--- src/hw/uboc_pkg.sv ---
/*
 package for the serial port bit-timing block: indexed register offsets,
 field positions, reset values and shared types.
 assumes a single 40 MHz system clock domain.
*/
package uboc_pkg;
   // indexed control set offsets
   localparam logic [7:0] UBOC_IDX_PRESCALE = 8'h01;
   localparam logic [7:0] UBOC_IDX_RATIO = 8'h02;
   localparam logic [7:0] UBOC_IDX_CLKSEL = 8'h03;
   // reset values
   localparam logic [7:0] UBOC_RATIO_RST = 8'h00;
   localparam logic [7:0] UBOC_PRESCALE_RST = 8'h20;
   localparam logic [7:0] UBOC_CLKSEL_RST = 8'h00;
   localparam logic [15:0] UBOC_DIVISOR_RST = 16'h0001;
   // field positions
   localparam int UBOC_CKS_TX_ISO_BIT = 7;
   localparam int UBOC_CKS_RX_ISO_BIT = 3;
   localparam int UBOC_MCR_PRESCALE_BIT = 7;
   // sample-count limits
   localparam logic [4:0] UBOC_SC_DEFAULT = 5'h10;
   localparam logic [3:0] UBOC_SC_MIN_CODE = 4'h4;
   // host write strobe and data, one cycle
   typedef struct packed {
      logic wr;
      logic [7:0] idx;
      logic [7:0] wdata;
   } uboc_wr_t;
   // tick outputs toward the shift logic
   typedef struct packed {
      logic tx_bit;
      logic rx_sample;
   } uboc_tick_t;
endpackage : uboc_pkg

--- src/hw/uboc_bit_timing.sv ---
/*
 bit-timing core: fractional prescaler, 16-bit divisor, programmable
 oversampling count, and isochronous 1x clocking per direction.
 assumes writes to the indexed set arrive as one-cycle strobes on clk_sys,
 and the modem control bit 7 and divisor bytes are held by the port.
*/
`timescale 1ns/100ps
`default_nettype none
// Function
// - ratio register sits at index 0x02
// - reset clears ratio to zero, sixteen
// - codes 0-3 give 16, else 4-15
// - upper four bits read as zero
// - writes 0x01, 0x10, 0x11 give sixteen
// - ratio one never enables isochronous mode
// - isochronous direction ignores ratio setting
// - read returns last written low nibble
// - ratio works without any enhanced mode
// - external bit clocks on ring, dsr pins
// - clock-select bits 7,3 enable isochronous
// - isochronous keeps framing, bit per clock
// - one bit clock equals one bit
// - rate is clock over sc*div*prescale
// - sixteen-bit divisor from two bytes
// - prescale is M plus N eighths
// - modem bit 7 low bypasses prescaler
module uboc_bit_timing
   import uboc_pkg::*;
(
   input wire logic clk_sys, // 40 MHz system clock
   input wire logic rst_b, // async reset, active low
   input wire uboc_wr_t host_wr, // indexed write strobe
   input wire logic [7:0] rd_idx, // indexed read select
   output logic [7:0] rd_data, // indexed read data
   input wire logic [15:0] divisor, // high and low divisor bytes
   input wire logic prescale_en, // modem control bit 7
   input wire logic ring_clk_b_pin, // external tx bit clock
   input wire logic dsr_clk_b_pin, // external rx bit clock
   input wire logic rx_line, // serial input from the pin
   input wire logic rx_start, // start edge seen by receiver
   output uboc_tick_t tick // bit and sample ticks
);
   logic [7:0] ratio_q; // oversample_ratio, full byte kept
   logic [7:0] prescale_q; // prescale_reg
   logic [7:0] clksel_q; // clock_select_reg
   logic [1:0] ri_sync_q, dsr_sync_q; // pin synchronisers
   logic ri_d1_q, dsr_d1_q; // edge history after sync
   logic [4:0] sc; // decoded sample cycles per bit
   logic [8:0] pre_acc_q; // prescaler in eighths
   logic pre_tick; // prescaled clock enable
   logic [15:0] div_cnt_q; // divisor counter
   logic div_tick; // sample clock enable
   logic [4:0] tx_cnt_q, rx_cnt_q; // oversample counters
   logic tx_iso, rx_iso; // direction in 1x mode
   logic ri_rise, dsr_rise; // external clock edges
   logic tx_os_tick, rx_os_tick; // oversampled ticks
   logic [8:0] pre_step; // M + N/8 in eighths

   // register writes, no enhanced-mode gate on the ratio
   always_ff @(posedge clk_sys or negedge rst_b)
   begin
      if (!rst_b)
      begin
         ratio_q <= UBOC_RATIO_RST;
         prescale_q <= UBOC_PRESCALE_RST;
         clksel_q <= UBOC_CLKSEL_RST;
      end
      else if (host_wr.wr)
      begin
         case (host_wr.idx)
            UBOC_IDX_RATIO: ratio_q <= host_wr.wdata;
            UBOC_IDX_PRESCALE: prescale_q <= host_wr.wdata;
            UBOC_IDX_CLKSEL: clksel_q <= host_wr.wdata;
            default: ;
         endcase
      end
   end

   // read mux; upper ratio nibble reads zero in every mode
   always_comb
   begin
      case (rd_idx)
         UBOC_IDX_RATIO: rd_data = {4'h0, ratio_q[3:0]};
         UBOC_IDX_PRESCALE: rd_data = prescale_q;
         UBOC_IDX_CLKSEL: rd_data = clksel_q;
         default: rd_data = 8'h00;
      endcase
   end

   // only the low nibble matters, so 0x10 and 0x11 act like 0x00, 0x01
   always_comb
   begin
      if (ratio_q[3:0] < UBOC_SC_MIN_CODE)
         sc = UBOC_SC_DEFAULT;
      else
         sc = {1'b0, ratio_q[3:0]};
   end

   // isochronous comes only from the clock-select bits
   assign tx_iso = clksel_q[UBOC_CKS_TX_ISO_BIT];
   assign rx_iso = clksel_q[UBOC_CKS_RX_ISO_BIT];

   // fractional prescaler: accumulate 8 per clock, tick when step reached.
   // the remainder carries over, so the average is exact at the cost of jitter
   assign pre_step = {1'b0, prescale_q[7:3], 3'b000} + {6'h00, prescale_q[2:0]};
   always_ff @(posedge clk_sys or negedge rst_b)
   begin
      if (!rst_b)
         pre_acc_q <= 9'h000;
      else if (!prescale_en || pre_step < 9'h008)
         pre_acc_q <= 9'h000; // bypass or M of zero
      else if (pre_acc_q + 9'h008 >= pre_step)
         pre_acc_q <= pre_acc_q + 9'h008 - pre_step;
      else
         pre_acc_q <= pre_acc_q + 9'h008;
   end
   assign pre_tick = !prescale_en || pre_step < 9'h008 ||
                     (pre_acc_q + 9'h008 >= pre_step);

   // divisor counter; a zero divisor behaves as one
   always_ff @(posedge clk_sys or negedge rst_b)
   begin
      if (!rst_b)
         div_cnt_q <= 16'h0000;
      else if (pre_tick)
      begin
         if (div_cnt_q + 16'h0001 >= divisor)
            div_cnt_q <= 16'h0000;
         else
            div_cnt_q <= div_cnt_q + 16'h0001;
      end
   end
   assign div_tick = pre_tick && (div_cnt_q + 16'h0001 >= divisor);

   // two-stage synchronisers for the external bit clocks
   always_ff @(posedge clk_sys or negedge rst_b)
   begin
      if (!rst_b)
      begin
         ri_sync_q <= 2'b11;
         dsr_sync_q <= 2'b11;
         ri_d1_q <= 1'b1;
         dsr_d1_q <= 1'b1;
      end
      else
      begin
         ri_sync_q <= {ri_sync_q[0], ring_clk_b_pin};
         dsr_sync_q <= {dsr_sync_q[0], dsr_clk_b_pin};
         ri_d1_q <= ri_sync_q[1];
         dsr_d1_q <= dsr_sync_q[1];
      end
   end
   // one rising edge of the 1x clock is one serial bit; sync limits rate
   assign ri_rise = ri_sync_q[1] && !ri_d1_q;
   assign dsr_rise = dsr_sync_q[1] && !dsr_d1_q;

   // transmit oversample counter: bit tick when count reaches sc
   always_ff @(posedge clk_sys or negedge rst_b)
   begin
      if (!rst_b)
         tx_cnt_q <= 5'h00;
      else if (tx_iso)
         tx_cnt_q <= 5'h00;
      else if (div_tick)
      begin
         if (tx_cnt_q + 5'h01 >= sc)
            tx_cnt_q <= 5'h00;
         else
            tx_cnt_q <= tx_cnt_q + 5'h01;
      end
   end
   assign tx_os_tick = div_tick && (tx_cnt_q + 5'h01 >= sc);

   // receive counter restarts on the start edge, samples at half count
   always_ff @(posedge clk_sys or negedge rst_b)
   begin
      if (!rst_b)
         rx_cnt_q <= 5'h00;
      else if (rx_iso || rx_start)
         rx_cnt_q <= 5'h00;
      else if (div_tick)
      begin
         if (rx_cnt_q + 5'h01 >= sc)
            rx_cnt_q <= 5'h00;
         else
            rx_cnt_q <= rx_cnt_q + 5'h01;
      end
   end
   assign rx_os_tick = div_tick && (rx_cnt_q == {1'b0, sc[4:1]} - 5'h01);

   // ticks registered; framing stays in the shifters, unchanged in 1x mode
   always_ff @(posedge clk_sys or negedge rst_b)
   begin
      if (!rst_b)
         tick <= '0;
      else
      begin
         tick.tx_bit <= tx_iso ? ri_rise : tx_os_tick;
         tick.rx_sample <= rx_iso ? dsr_rise : rx_os_tick;
      end
   end

   // rx_line is consumed by the shifter; not read here
   logic unused_rx;
   assign unused_rx = rx_line;

   // checks
   property p_ratio_reset;
      @(posedge clk_sys) $rose(rst_b) |-> ratio_q == UBOC_RATIO_RST;
   endproperty
   a_ratio_reset: assert property (p_ratio_reset) else $error("ratio not reset");
   property p_upper_zero;
      @(posedge clk_sys) disable iff (!rst_b)
         rd_idx == UBOC_IDX_RATIO |-> rd_data[7:4] == 4'h0;
   endproperty
   a_upper_zero: assert property (p_upper_zero) else $error("ratio upper nibble");
   property p_readback;
      @(posedge clk_sys) disable iff (!rst_b)
         host_wr.wr && host_wr.idx == UBOC_IDX_RATIO ##1 rd_idx == UBOC_IDX_RATIO
         |-> rd_data[3:0] == $past(host_wr.wdata[3:0]);
   endproperty
   a_readback: assert property (p_readback) else $error("ratio readback");
   property p_decode;
      @(posedge clk_sys) disable iff (!rst_b)
         sc == (ratio_q[3:2] == 2'b00 ? 5'd16 : {1'b0, ratio_q[3:0]});
   endproperty
   a_decode: assert property (p_decode) else $error("sample decode");
   // without the select bit the tx tick must come from the oversample count,
   // whatever ratio value was written, one included
   property p_no_iso_from_ratio;
      @(posedge clk_sys) disable iff (!rst_b)
         !clksel_q[UBOC_CKS_TX_ISO_BIT] |=> tick.tx_bit == $past(tx_os_tick);
   endproperty
   a_no_iso_from_ratio: assert property (p_no_iso_from_ratio) else $error("iso leak");
   // in 1x mode the tx tick only follows a synchronised pin edge
   property p_tx_iso_only_edge;
      @(posedge clk_sys) disable iff (!rst_b)
         tx_iso && !ri_rise |=> !tick.tx_bit;
   endproperty
   a_tx_iso_only_edge: assert property (p_tx_iso_only_edge) else $error("tx 1x extra");
   property p_rx_iso_tick;
      @(posedge clk_sys) disable iff (!rst_b)
         rx_iso && dsr_rise |=> tick.rx_sample;
   endproperty
   a_rx_iso_tick: assert property (p_rx_iso_tick) else $error("rx 1x tick lost");
   // a start edge restarts the receive count so sampling is mid-bit
   property p_rx_restart;
      @(posedge clk_sys) disable iff (!rst_b)
         rx_start |=> rx_cnt_q == 5'h00;
   endproperty
   a_rx_restart: assert property (p_rx_restart) else $error("rx count not restarted");
   // a ratio write lands in the register at the next edge
   property p_ratio_write;
      @(posedge clk_sys) disable iff (!rst_b)
         host_wr.wr && host_wr.idx == UBOC_IDX_RATIO |=> ratio_q == $past(host_wr.wdata);
   endproperty
   a_ratio_write: assert property (p_ratio_write) else $error("ratio write lost");
   // writes to other indices leave the ratio alone
   property p_ratio_other_idx;
      @(posedge clk_sys) disable iff (!rst_b)
         host_wr.wr && host_wr.idx != UBOC_IDX_RATIO |=> $stable(ratio_q);
   endproperty
   a_ratio_other_idx: assert property (p_ratio_other_idx) else $error("ratio hit");
   // the divisor count stays below the divisor once it is there
   property p_div_bound;
      @(posedge clk_sys) disable iff (!rst_b)
         $stable(divisor) && $past(div_cnt_q) < $past(divisor) |-> div_cnt_q < divisor;
   endproperty
   a_div_bound: assert property (p_div_bound) else $error("divisor count");
   // the eighths accumulator never reaches the step while prescaling
   property p_pre_bound;
      @(posedge clk_sys) disable iff (!rst_b)
         prescale_en && $stable(prescale_q) && pre_step >= 9'h008 &&
         $past(pre_acc_q) < $past(pre_step) |-> pre_acc_q < pre_step;
   endproperty
   a_pre_bound: assert property (p_pre_bound) else $error("prescale accumulator");
   property p_tx_iso_tick;
      @(posedge clk_sys) disable iff (!rst_b)
         tx_iso && ri_rise |=> tick.tx_bit;
   endproperty
   a_tx_iso_tick: assert property (p_tx_iso_tick) else $error("tx 1x tick lost");
   property p_rx_iso_only_edge;
      @(posedge clk_sys) disable iff (!rst_b)
         rx_iso && !dsr_rise |=> !tick.rx_sample;
   endproperty
   a_rx_iso_only_edge: assert property (p_rx_iso_only_edge) else $error("rx 1x extra");
   property p_bypass;
      @(posedge clk_sys) disable iff (!rst_b) !prescale_en |-> pre_tick;
   endproperty
   a_bypass: assert property (p_bypass) else $error("prescale not bypassed");
   property p_tx_count_bound;
      @(posedge clk_sys) disable iff (!rst_b)
         $stable(ratio_q) && $past(tx_cnt_q) < $past(sc) |-> tx_cnt_q < sc;
   endproperty
   a_tx_count_bound: assert property (p_tx_count_bound) else $error("tx count");
   // main scenarios: 1x tx, mid-bit rx sample, shortest count, fractional step
   c_tx_iso: cover property (@(posedge clk_sys) tx_iso && tick.tx_bit);
   c_rx_mid: cover property (@(posedge clk_sys) !rx_iso && tick.rx_sample);
   c_sc4: cover property (@(posedge clk_sys) sc == 5'd4 && tx_os_tick);
   c_frac: cover property (@(posedge clk_sys) prescale_en && prescale_q[2:0] != 3'h0 && pre_tick);
endmodule : uboc_bit_timing
`default_nettype wire

--- config.mk ---
export PLATFORM = sky130hd
export DESIGN_NAME = uboc_bit_timing
export DESIGN_NICKNAME = d
export VERILOG_FILES = /design/src/hw/uboc_pkg.sv /design/src/hw/uboc_bit_timing.sv
export SDC_FILE = /design/constraint.sdc
export NUM_CORES = 1
export LEC_CHECK = 0
export BUFFER_PORTS_ARGS = -buffer_cell sky130_fd_sc_hd__buf_2
export CAP_MARGIN = 20
export CORE_MARGIN = 2
export CORE_UTILIZATION = 25
export DETAILED_ROUTE_END_ITERATION = 16
export HOLD_SLACK_MARGIN = 0.12
export PLACE_DENSITY_LB_ADDON = 0.25
export SETUP_SLACK_MARGIN = 0.02
export SYNTH_ARGS = -nofsm -noshare
export SYNTH_HDL_FRONTEND = slang
export SYNTH_SLANG_ARGS = --single-unit
--- constraint.sdc ---
create_clock -name clk_sys -period 3.97 [get_ports clk_sys]
set_input_delay 0.397 -clock clk_sys [delete_from_list [all_inputs] [get_ports clk_sys]]
set_output_delay 0.397 -clock clk_sys [all_outputs]
set_load 0.02 [all_outputs]
==> metrics.md <==
| Metric | Value |
|---|---|
| Status | finished, final reports clean |
| 1st-iter DRT viols | 127 |
| YS warnings | 0 |
| Final std cells w/o fill | 747 |
| Switch share | 0.331 |
| Actual slew at the worst max-slew pin | 851 ps |
| Vias in the first global route | 3661 |
| Clock Tree Buf Depth | 2 |
| Worst hold-check path type | input port to async pin |
| Commonest cells in the netlist | dfrtp_1, nand2_1, ha_1 |
| Fin Setup TNS | 0 ps |
| Pre-CTS WS | 539 ps |
| Minimum clock period | 3450 ps |
| Post-synthesis cell count | 453 |
| Slowest cell delay on critical path | 420 ps |
| Max Slew Vio Count | 0 |
| Average size of a mapped cell | 9.55 µm² |
| Rows | 48 |
| Leading area contributor after synthesis | dfrtp_1 |
| GPL Wtd Cong | 0.834 |
| IO Pins | 58 |
| Share of layout cells above drive strength 1 | 0.238 |
| # H-tree levels | 3 |
| Maximum resistive drop on vdd | 219 µV |
| Clock power frac | 0.334 |
| Residual DRC | 0 |
| Int Pwr | 1.64 mW |
| Max Freq | 0.290 GHz |
| Num CTS Buffers | 9 |
| Die Footprint | 18400 µm² |
| Wire length per cell | 13.6 µm |
| Critical path type | flip-flop to flip-flop |
| Layout Utilization | 0.305 |
| Syn-to-layout area delta | 20.6% |
| Dpl hpwl | 7.76 mm |
| Top FF cell, synth | dfrtp_1 |
| Worst EP arrival | 3650 ps |
| Final worst-path cycle share | 0.869 |
| Hold Fails Final Rpt | 0 |
| Placed cells | 731 |
| Largest net degree at the start of global routing | 36 |
| Postcts setup bufs | 0 |
| Slowest CP cell | dfrtp_1 |
| Post-synth net total | 541 |
| Number of enable flip-flop cells after synthesis | 0 |
| Critical path buffers and inverters | 1 |
| Synth Cell Area | 4330 µm² |
| Fraction of registers with async set/reset | 1.00 |
| Sequential power share | 0.333 |
| Worst EP required | 4180 ps |
| Initial antenna violation count | 0 |
| Combinational Power Share | 0.333 |
| Nets@finish | 605 |
| Pre-Repair DR Iteration Count | 4 |
| Clock transition at path regs | 60 ps |
| Antenna cell count | 0 |
| Slew margin rel. | 0.432 |
| IO Port Bufs | 56 |
| Synth Register Bits | 63 |
| RSZ-0062 raised after global routing | false |
| Top cells by area, synth | dfrtp_1, ha_1, mux2_2, dfstp_2, nand2_1 |
| First-pass GRT wire length | 17.6 mm |
| Clock Sinks | 63 |
| CTS Hold Bufs | 0 |
| Area fraction of the dominant cell type after synthesis | 0.324 |
| CTS tree | yes |
| Worst hold slack | 173 ps |
| Startpoint types | flip-flop |
| Post-cts resize count | 0 |
| Initial Util | 0.253 |
| GR Overflow Total | 0 |
| Die Ht | 136 µm |
| Largest fanout on the critical path | 7 |
| Final WS setup | 522 ps |
| Net Switching | 0.810 mW |
| Via Count | 3532 |
| Sequential-to-total area share from yosys stat | 0.367 |
| Max-cap violations | 0 |
| # setup viols final | 0 |
| Post-synth cell types | 58 |
| CP Capture Type | flip-flop |
| Skew final | 6.53 ps |
| Die X | 136 µm |
| Power per Cell Area | 470 nW/µm² |
| Core area | 17100 µm² |
| Vias/cell | 4.73 |
| Static leakage | 2.49 nW |
| Clock root buffer | clkbuf_16 |
| CP delay by family, top | simple AND/OR/NAND/NOR gates |
| Clock latency on the worst-skew pair | 330 ps |
| Overall Global Routing Usage | 0.120 |
| Most frequent cell after synthesis | dfrtp_1 |
| Final ANT Viol Nets | 0 |
| Cells along the critical path | ha_1 -> nand3_1 -> nor2_1 -> and3_1 -> nand3_1 -> nand2_1 -> nand2_1 -> ha_1 -> a21o_1 -> a21o_1 -> a21oi_1 -> inv_2 -> o21ai_4 -> mux2_2 |
| Total Wirelength | 10.2 mm |
[stage by stage]
step                      cell area (µm²)  total power [mW]
after floorplan                      4330              1.43
after global placement               4900              1.63
after detailed placement             4900              1.65
after CTS                            5220              2.49
after global routing                 5220              2.66
final                                5220              2.45
[placed cells by master (no fill, tap or decap), types with 7 or more instances in the layout]
| cell | count |
|---|---|
| nand2_1 | 43 |
| ha_1 | 39 |
| dfstp_2 | 7 |
| clkbuf_16 | 9 |
| o31ai_1 | 9 |
| nand2b_1 | 11 |
| buf_2 | 56 |
| buf_4 | 10 |
| dfrtp_1 | 56 |
| a21oi_1 | 15 |
| xnor2_1 | 14 |
| o2bb2ai_1 | 7 |
| nand3_1 | 24 |
| inv_1 | 32 |
| o21a_1 | 7 |
| o21ai_0 | 14 |
| nor2_1 | 24 |
| mux2i_1 | 10 |
| mux2_2 | 26 |
| xor2_1 | 7 |
| nand4_1 | 10 |
[registers in the layout (all words and copies together), names as in the netlist]
signal and flops:
tx_cnt_q 5, ratio_q 4, ri_sync_q 2, dsr_sync_q 2, pre_acc_q 9, div_cnt_q 16
prescale_q 8, rx_cnt_q 5, tick 2, clksel_q 8, dsr_d1_q 1, ri_d1_q 1
[power by group through the flow]
stage | Clock (mW) | Sequential [mW] | Combinational [mW]
finish | 0.819 | 0.816 | 0.815
global route | 0.874 | 0.833 | 0.955
CTS | 0.847 | 0.816 | 0.829
detailed placement | 0 | 0.826 | 0.822
global placement | 0 | 0.822 | 0.805
floorplan | 0 | 0.798 | 0.631
[per-layer routing]
metal,global-route usage,wire length [µm],vias up
met2,0.206,4930,70
met3,0.0251,401,10
met4,0.0365,121,0
li1,-,-,1785
met5,0,0,-
met1,0.151,4730,1667
[layout make-up]
type,instances,area (µm²)
inverter,33,124
timing repair buffer,66,355
sequential,63,1590
fill,1826,11900
tap,225,282
clock buffer,14,274
multi-input combinational,344,2560
clock inverter,2,37.5
[cells by family (layout without fill, tap and decap cells)]
family | Yosys count | in the layout | share of synthesized area
xor+xnor | 21 | 21 | 0.0425
buf+inv | 46 | 115 | 0.0419
simple gates | 153 | 153 | 0.186
mux | 36 | 36 | 0.0908
fa+ha+maj | 40 | 40 | 0.117
compound gates | 94 | 94 | 0.155
flops | 63 | 63 | 0.367
[worst paths after layout]
check,from,endpoint,slack [ps],depth (start not counted)
setup / recovery,div_cnt_q[0],tx_cnt_q[3],520,14
hold / removal,rst_b,div_cnt_q[7],170,1
setup reg to reg,div_cnt_q[0],tx_cnt_q[3],520,14
hold reg to reg,dsr_sync_q[0],dsr_sync_q[1],360,0
max in group asynchronous,rst_b,dsr_sync_q[1],2840,2
min in group clk_sys,ring_clk_b_pin,ri_sync_q[0],170,1
Power figures use the tool's default switching activity.
